[config.mk]
export PLATFORM = sky130hd
export DESIGN_NAME = extra_ext_irq_and_aux_port
export DESIGN_NICKNAME = d
export VERILOG_FILES = /design/src/hw/extra_ext_irq_and_aux_port.v
export VERILOG_INCLUDE_DIRS = /design/src /design/src/hw
export SDC_FILE = /design/constraint.sdc
export NUM_CORES = 1
export LEC_CHECK = 0
export BUFFER_PORTS_ARGS = -buffer_cell sky130_fd_sc_hd__buf_2
export CAP_MARGIN = 25
export CORE_ASPECT_RATIO = 0.75
export CORE_MARGIN = 2
export CORE_UTILIZATION = 25
export DETAILED_ROUTE_END_ITERATION = 6
export SLEW_MARGIN = 25
export SYNTH_ARGS = -nofsm -noshare
export SYNTH_HDL_FRONTEND = slang
export SYNTH_SLANG_ARGS = --single-unit
[constraint.sdc]
create_clock -name clk -period 1.82 [get_ports clk]
set_clock_uncertainty 0.1 [all_clocks]
set_input_delay 0.364 -clock clk [delete_from_list [all_inputs] [get_ports clk]]
set_output_delay 0.364 -clock clk [all_outputs]
set_load 0.01 [all_outputs]
[src/hw/extra_irq_consts.vh]
// Constants for the extra external interrupt and auxiliary port block.
// Assumes a core that reaches special function registers by byte address.
`ifndef EXTRA_IRQ_CONSTS_VH
`define EXTRA_IRQ_CONSTS_VH

// Register addresses, also the bases of their bit addresses.
`define CTRL_ADDR      8'hC0
`define PORT_ADDR      8'hD8

// Field positions of the control register.
`define A_EDGE_BIT     0
`define A_FLAG_BIT     1
`define A_EN_BIT       2
`define A_PRIO_BIT     3
`define B_EDGE_BIT     4
`define B_FLAG_BIT     5
`define B_EN_BIT       6
`define B_PRIO_BIT     7

// Reset values.
`define CTRL_RESET     8'h00
`define PORT_RESET     4'hF

// Auxiliary port bits that carry the interrupt pins.
`define PIN_A_BIT      2
`define PIN_B_BIT      3

// Global enable bit of the core's enable register.
`define GLOBAL_EN_BIT  7

// Vector address base and step: vector = base + 8 * source.
`define VEC_BASE       8'h03
`define NUM_SOURCES    8

`endif

[src/hw/extra_ext_irq_and_aux_port.v]
// Extra external interrupts, eight-source two-level arbiter and the
// 4-bit auxiliary port. Assumes the core issues byte and bit accesses
// to special function registers and pulses acknowledge and return.
//
// Operation
// RULE1 - Two extra external interrupts behave like the two standard ones.
// RULE2 - Control register sits at 0C0H and its bits are bit addressable.
// RULE3 - Control bits 7..0: prioB enB flagB edgeB prioA enA flagA edgeA.
// RULE4 - Priority bit set means high priority, clear means low.
// RULE5 - An extra interrupt requests service only while its enable is set.
// RULE6 - Edge select set means falling edge, clear means low level.
// RULE7 - Edge mode: flag set on edge, cleared when vectored to.
// RULE8 - Six standard vectors 03H..2BH, enabled by enable register bits 0..5.
// RULE9 - Interrupt A vectors to 33H, polled seventh, enable bit 2, type bit 0.
// RULE10 - Interrupt B vectors to 3BH, polled last among equal priority.
// RULE11 - Auxiliary port at 0D8H, low 4 bits usable, quasi-bidirectional.
// RULE12 - Port bits 3 and 2 double as the extra interrupt pins.
// RULE13 - Port write drives pins, read gives pins, modify-writes use latch.
// RULE14 - Reset sets port latches to all ones and control register to zero.
// RULE15 - High priority first, equal level by polling, only high nests low.
// RULE16 - Level mode flag follows inverted pin and is not cleared on service.
`include "extra_irq_consts.vh"
`default_nettype none

module extra_ext_irq_and_aux_port (
  // Clock and reset.
  input  wire       clk,
  input  wire       rstn,
  // Special function register access from the core.
  input  wire [7:0] sfrAddr,
  input  wire       sfrWr,
  input  wire [7:0] sfrWrData,
  input  wire       sfrRmw,
  output reg  [7:0] sfrRdData,
  input  wire       bitWr,
  input  wire [7:0] bitAddr,
  input  wire       bitVal,
  // Standard interrupt sources and core enable and priority registers.
  input  wire [5:0] stdReq,
  input  wire [7:0] irqEnableReg,
  input  wire [5:0] stdPrioHigh,
  // Interrupt handshake with the core.
  output reg        intReq,
  output reg  [7:0] intVector,
  input  wire       intAck,
  input  wire       intReturn,
  // Auxiliary port pins.
  input  wire [3:0] auxPinIn,
  output wire [3:0] auxPinOut,
  output wire [3:0] auxPinOe
);

  // ----------------------------------------------------------------
  // Functions
  // ----------------------------------------------------------------

  // True when a bit address selects a bit of the register at base.
  function hitsReg;
    input [7:0] addr;
    input [7:0] base;
    begin
      hitsReg = (addr[7:3] == base[7:3]);
    end
  endfunction

  // Vector address of a source number.
  function [7:0] vecOf;
    input [2:0] src;
    begin
      vecOf = `VEC_BASE + {2'b00, src, 3'b000};
    end
  endfunction

  // ----------------------------------------------------------------
  // Registers
  // ----------------------------------------------------------------

  reg  [7:0] extra_irq_control_r;
  reg  [7:0] extra_irq_control_nxt;
  reg  [3:0] auxiliary_port_latch_r;
  reg  [3:0] auxiliary_port_latch_nxt;
  reg  [3:0] pinMeta_r;
  reg  [3:0] pinSync_r;
  reg  [1:0] pinPrev_r;
  reg  [1:0] inService_r;
  reg  [1:0] inService_nxt;
  reg  [2:0] grantSrc_r;
  reg        grantHigh_r;
  reg        grantValid_r;

  wire       extIrqPinA = pinSync_r[`PIN_A_BIT];
  wire       extIrqPinB = pinSync_r[`PIN_B_BIT];
  wire       fallA      = pinPrev_r[0] & ~extIrqPinA;
  wire       fallB      = pinPrev_r[1] & ~extIrqPinB;
  wire       ackA       = intAck & grantValid_r & (grantSrc_r == 3'd6);
  wire       ackB       = intAck & grantValid_r & (grantSrc_r == 3'd7);

  // Quasi-bidirectional: a zero latch pulls the pin low, a one lets
  // the pull-up hold it high so the pin can serve as an input. [RULE11]
  assign auxPinOut = 4'h0;
  assign auxPinOe  = ~auxiliary_port_latch_r; // [RULE13]

  // ----------------------------------------------------------------
  // Register write and flag logic
  // ----------------------------------------------------------------

  always @*
  begin
    extra_irq_control_nxt    = extra_irq_control_r;
    auxiliary_port_latch_nxt = auxiliary_port_latch_r;
    if (sfrWr && sfrAddr == `CTRL_ADDR) // [RULE2]
      extra_irq_control_nxt = sfrWrData; // [RULE3]
    if (sfrWr && sfrAddr == `PORT_ADDR)
      auxiliary_port_latch_nxt = sfrWrData[3:0]; // [RULE13]
    if (bitWr && hitsReg(bitAddr, `CTRL_ADDR))
      extra_irq_control_nxt[bitAddr[2:0]] = bitVal; // [RULE2]
    if (bitWr && hitsReg(bitAddr, `PORT_ADDR) && !bitAddr[2])
      auxiliary_port_latch_nxt[bitAddr[1:0]] = bitVal; // [RULE11]
    // Service clears an edge flag; a new edge in the same cycle wins.
    if (extra_irq_control_r[`A_EDGE_BIT])
    begin
      if (ackA)
        extra_irq_control_nxt[`A_FLAG_BIT] = 1'b0; // [RULE7]
      if (fallA)
        extra_irq_control_nxt[`A_FLAG_BIT] = 1'b1; // [RULE6] [RULE7]
    end
    else
      extra_irq_control_nxt[`A_FLAG_BIT] = ~extIrqPinA; // [RULE16]
    if (extra_irq_control_r[`B_EDGE_BIT])
    begin
      if (ackB)
        extra_irq_control_nxt[`B_FLAG_BIT] = 1'b0; // [RULE7]
      if (fallB)
        extra_irq_control_nxt[`B_FLAG_BIT] = 1'b1; // [RULE6] [RULE7]
    end
    else
      extra_irq_control_nxt[`B_FLAG_BIT] = ~extIrqPinB; // [RULE16]
  end

  // ----------------------------------------------------------------
  // Arbitration
  // ----------------------------------------------------------------

  wire [7:0] srcReq;
  wire [7:0] srcHigh;
  assign srcReq[5:0] = stdReq & irqEnableReg[5:0]; // [RULE8]
  assign srcReq[6]   = extra_irq_control_r[`A_FLAG_BIT] &
                       extra_irq_control_r[`A_EN_BIT]; // [RULE5] [RULE9]
  assign srcReq[7]   = extra_irq_control_r[`B_FLAG_BIT] &
                       extra_irq_control_r[`B_EN_BIT]; // [RULE5] [RULE10]
  assign srcHigh[5:0] = stdPrioHigh;
  assign srcHigh[6]   = extra_irq_control_r[`A_PRIO_BIT]; // [RULE4]
  assign srcHigh[7]   = extra_irq_control_r[`B_PRIO_BIT]; // [RULE4]

  reg  [2:0] winSrc;
  reg        winHigh;
  reg        winAny;
  integer    i;

  // Scanning from the last source down leaves the first in polling
  // order as winner within each level; high level overrides low.
  always @*
  begin
    winSrc  = 3'd0;
    winHigh = 1'b0;
    winAny  = 1'b0;
    for (i = `NUM_SOURCES - 1; i >= 0; i = i - 1)
    begin
      if (srcReq[i] && !srcHigh[i] && !winHigh)
      begin
        winSrc = i[2:0]; // [RULE10]
        winAny = 1'b1;
      end
    end
    for (i = `NUM_SOURCES - 1; i >= 0; i = i - 1)
    begin
      if (srcReq[i] && srcHigh[i])
      begin
        winSrc  = i[2:0]; // [RULE15]
        winHigh = 1'b1;
        winAny  = 1'b1;
      end
    end
  end

  // A request may preempt only when nothing of its level or above runs.
  wire mayGrant = winAny & irqEnableReg[`GLOBAL_EN_BIT] & ~inService_r[1] &
                  (winHigh | ~inService_r[0]); // [RULE15]

  always @*
  begin
    inService_nxt = inService_r;
    if (intReturn)
    begin
      if (inService_r[1])
        inService_nxt[1] = 1'b0;
      else
        inService_nxt[0] = 1'b0;
    end
    if (intAck && grantValid_r)
    begin
      if (grantHigh_r)
        inService_nxt[1] = 1'b1; // [RULE15]
      else
        inService_nxt[0] = 1'b1;
    end
  end

  // ----------------------------------------------------------------
  // Flip-flops
  // ----------------------------------------------------------------

  always @(posedge clk or negedge rstn)
  begin
    if (!rstn)
    begin
      extra_irq_control_r    <= `CTRL_RESET; // [RULE14]
      auxiliary_port_latch_r <= `PORT_RESET; // [RULE14]
      pinMeta_r              <= 4'hF;
      pinSync_r              <= 4'hF;
      pinPrev_r              <= 2'h3;
      inService_r            <= 2'h0;
      grantSrc_r             <= 3'h0;
      grantHigh_r            <= 1'b0;
      grantValid_r           <= 1'b0;
      intReq                 <= 1'b0;
      intVector              <= 8'h00;
    end
    else
    begin
      extra_irq_control_r    <= extra_irq_control_nxt;
      auxiliary_port_latch_r <= auxiliary_port_latch_nxt;
      pinMeta_r              <= auxPinIn;
      pinSync_r              <= pinMeta_r;
      pinPrev_r              <= {extIrqPinB, extIrqPinA}; // [RULE12]
      inService_r            <= inService_nxt;
      // The grant is held off in the acknowledge cycle so that a stale
      // winner is never presented after the core took a vector.
      grantValid_r           <= mayGrant & ~intAck;
      intReq                 <= mayGrant & ~intAck;
      grantSrc_r             <= winSrc;
      grantHigh_r            <= winHigh;
      intVector              <= vecOf(winSrc); // [RULE8] [RULE9] [RULE10]
    end
  end

  // ----------------------------------------------------------------
  // Read path
  // ----------------------------------------------------------------

  // Plain reads return pin levels; read-modify-write reads the latch.
  always @*
  begin
    case (sfrAddr)
      `CTRL_ADDR: sfrRdData = extra_irq_control_r;
      `PORT_ADDR: sfrRdData = {4'h0, sfrRmw ? auxiliary_port_latch_r
                                            : pinSync_r}; // [RULE13]
      default:    sfrRdData = 8'h00;
    endcase
  end

  // Interrupts A and B mirror the standard external pair in behaviour. [RULE1]

endmodule

`default_nettype wire

==> flow_summary.yaml <==
outcome:
  status: "finished, final reports clean"
drt:
  remaining_drc_errors: 0
  drt_iter0_markers: 114
  vias: 1648
  first_pass_iters: 4
  wl_per_cell_um: 13.0
  antenna_left: 0
  via_per_inst: 4.63
  routed_wl_mm: 4.63
timing:
  finalMaxSlewViolations: 0
  clock.fmax_mhz: 562
  setup_tns_ns: 0
  hold_viol_final: 0
  setup_viol: 0
  worst-slew-pin-transition_ns: 0.663
  relSlewSlack: 0.558
  finalCritPeriodShare: 0.977
  fin_ws_ns: 0.0412
  rsz0062_at_grt: "yes"
  min_period_ns: 1.78
setup_path:
  cp-start-kind: "input pin"
  crit_path_max_incr_delay_ns: 0.30
  worstPathMaxFanout: 4
  cp_top_family: "simple AND/OR/NAND/NOR gates"
  path_buf_inv: 2
  crit_chain: "buf_6 -> and4bb_1 -> and2_4 -> nand3_4 -> o21ai_2 -> buf_2"
  endpoint_kind: "primary output"
  worstPathArrival_ns: 1.31
  path_class: "input pin to primary output"
  worstPathRequired_ns: 1.36
  critPathSlowestCell: "and4bb_1"
power_and_ir_drop:
  power_mw: 1.72
  p_comb_frac: 0.170
  leakagePower_nw: 1.15
  p_sw_frac: 0.266
  clockPowerShare: 0.368
  switchingPower_mw: 0.458
  pwr-share-seq: 0.462
  p_int_mw: 1.26
  peakVddDrop_mv: 0.434
  power_density_nw_per_um2: 731
floorplanning:
  die_x_um: 101
  design.die.area_um2: 7760
  start_util: 0.259
  die_h_um: 76.8
  rows: 26
  core_um2: 6830
  ioPinCount: 81
placement:
  gp_congestion: 0.801
  pre_cts_ws_ns: -0.0805
  io_buffers: 72
  detailedPlacementHpwl_mm: 3.75
  placed_cells: 347
clock_tree:
  worstSkewPairLatency_ns: 0.28
  cts_sinks: 30
  numCtsBuffers: 5
  cts_tree: "yes"
  root_buffer: "clkbuf_8"
  h-tree-depth: 2
  cts.clk_slew.worst_paths_ns: 0.07
  cts_buffer_depth: 2
logic_synthesis:
  synth_warnings: 0
  yosys.cell_types.count: 45
  syn_area_um2: 1770
  synth.avg_cell_area_um2: 9.06
  synth_cells: 195
  synth.ff_latch_count: 30
  ys_seq_area_frac: 0.435
cells_and_area:
  utilization: 0.345
  seq_area_um2: 768
  fill_cells: 743
  final_nets: 327
  instances_no_fill: 356
  num_antenna_cells: 0
  multiInputGateArea_um2: 951
  drive_above_1_share: 0.408
  area_growth_pct: 33.2
global_route:
  grt.total_usage: 0.120
  antenna_found_initial: 0
  gr-total-overflow: 0
  grt_max_degree: 31
  grt_first_pass_wirelength_mm: 7.37
  first_global_vias: 1587
min_path:
  hp-class: "input pin to asynchronous set/reset pin"
run:
  maxCapViolations: 0
## through the flow
stage                     area (um2)  hold WS, ns
after floorplan                 1790      -0.0316
after global placement          2200        0.246
after detailed placement        2200        0.247
after CTS                       2330       0.0177
after global routing            2350       0.0426
final                           2350      0.00623
## power groups by stage
stage | Sequential (mW) | Clock [mW] | Combinational, mW
after detailed placement | 0.805 | 0 | 0.288
after CTS | 0.793 | 0.652 | 0.292
final | 0.794 | 0.634 | 0.292
after global placement | 0.805 | 0 | 0.283
after global routing | 0.803 | 0.688 | 0.328
after floorplan | 0.791 | 0 | 0.162
## layout by cell type, fill, tap and decap left out, types with 2 or more instances in the layout
cell type / instances
nand3_1: 13
conb_1: 8
o21ai_1: 4
a21oi_1: 3
nand2_1: 29
nor2_1: 15
nand2_2: 2
o2111ai_1: 2
and3_1: 4
o22ai_1: 2
o21ai_2: 3
dfstp_2: 14
a31oi_1: 7
buf_2: 71
nand2b_1: 2
o21ai_0: 4
nand4_1: 3
and2_1: 6
o211a_1: 2
clkbuf_8: 8
nor2b_1: 4
dfrtp_1: 16
and3b_1: 3
o221ai_1: 3
nand3b_1: 5
mux2i_1: 8
inv_1: 6
a221oi_1: 2
buf_4: 4
## per-layer routing
metal / global-route usage / wire length, um / vias up
met1: 0.172 / 2310 / 770
met4: 0.0243 / 25 / 0
li1: - / - / 832
met5: 0 / 0 / -
met2: 0.175 / 1970 / 44
met3: 0.0410 / 331 / 2
## synthesized netlist by cell type, drive strengths merged
cell	n	area (um2)
nor2b	4	25.0
o211a	2	20.0
and4bb	1	12.5
nand3	14	70.1
conb	2	7.51
or3b	1	8.76
o22ai	2	12.5
nor4	1	6.26
o21ai	11	55.1
buf	10	68.8
nand3b	5	37.5
dfrtp	16	400
a31oi	7	43.8
inv	6	22.5
o221ai	3	26.3
a221oi	2	17.5
a21oi	3	15.0
o2111ai	2	17.5
nor3	1	5.00
or3	1	6.26
nand2	31	116
mux2	2	26.3
clkbuf	3	11.3
mux2i	8	80.1
nand2b	2	12.5
a211oi	1	7.51
nand4	4	40.0
a311o	1	10.0
nor3b	1	7.51
and4b	1	10.0
and2	7	46.3
dfstp	14	368
and3b	3	26.3
nor2	16	76.3
a32o	1	10.0
o21a	1	7.51
and3	5	32.5
## cells by family (layout without fill, tap and decap cells)
logic type / Yosys count / count (layout) / share of synthesized area
buf+inv: 19 / 90 / 0.0581
flops: 30 / 30 / 0.435
simple gates: 98 / 98 / 0.305
mux: 10 / 10 / 0.0602
compound gates: 36 / 36 / 0.137
other cells: 2 / 8 / 0.00425
## layout make-up
class                   count  share of cell area
multi-input cells         152               0.404
repair buffers             76               0.169
clock buffers               8              0.0468
well taps                  84              0.0447
inverters                   6             0.00957
flip-flops and latches     30               0.326
## path summary, 6_finish.rpt
kind | start | end | slack, ns | cells after the start
max | sfrAddr[5] | sfrRdData[2] | 0.04 | 6
min | rstn | extra_irq_control_r[7] | 0.006 | 1
max reg2reg | extra_irq_control_r[2] | grantValid_r | 0.28 | 4
min reg2reg | pinMeta_r[0] | pinSync_r[0] | 0.26 | 0
max in group asynchronous | rstn | intVector[1] | 1.17 | 1
min in group clk | auxPinIn[0] | pinMeta_r[0] | 0.08 | 1
## registers in the layout, summed over array words and instances (netlist names)
register and cells:
intVector 1, extra_irq_control_r 8, grantHigh_r 1, pinMeta_r 4, auxiliary_port_latch_r 4, inService_r 2
pinSync_r 4, grantSrc_r 3, grantValid_r 1, pinPrev_r 2
## what timing repair did
item / CTS / global route
gates resized for setup: 5 / 4
buffers inserted: 0 / 1
endpoints found under the hold margin: 0 / 0
hold buffers: 0 / 0
gates cloned: 0 / 0
pin swaps: 4 / 3
setup endpoints to repair: 4 / 4
(Power assumes the default switching activity.)
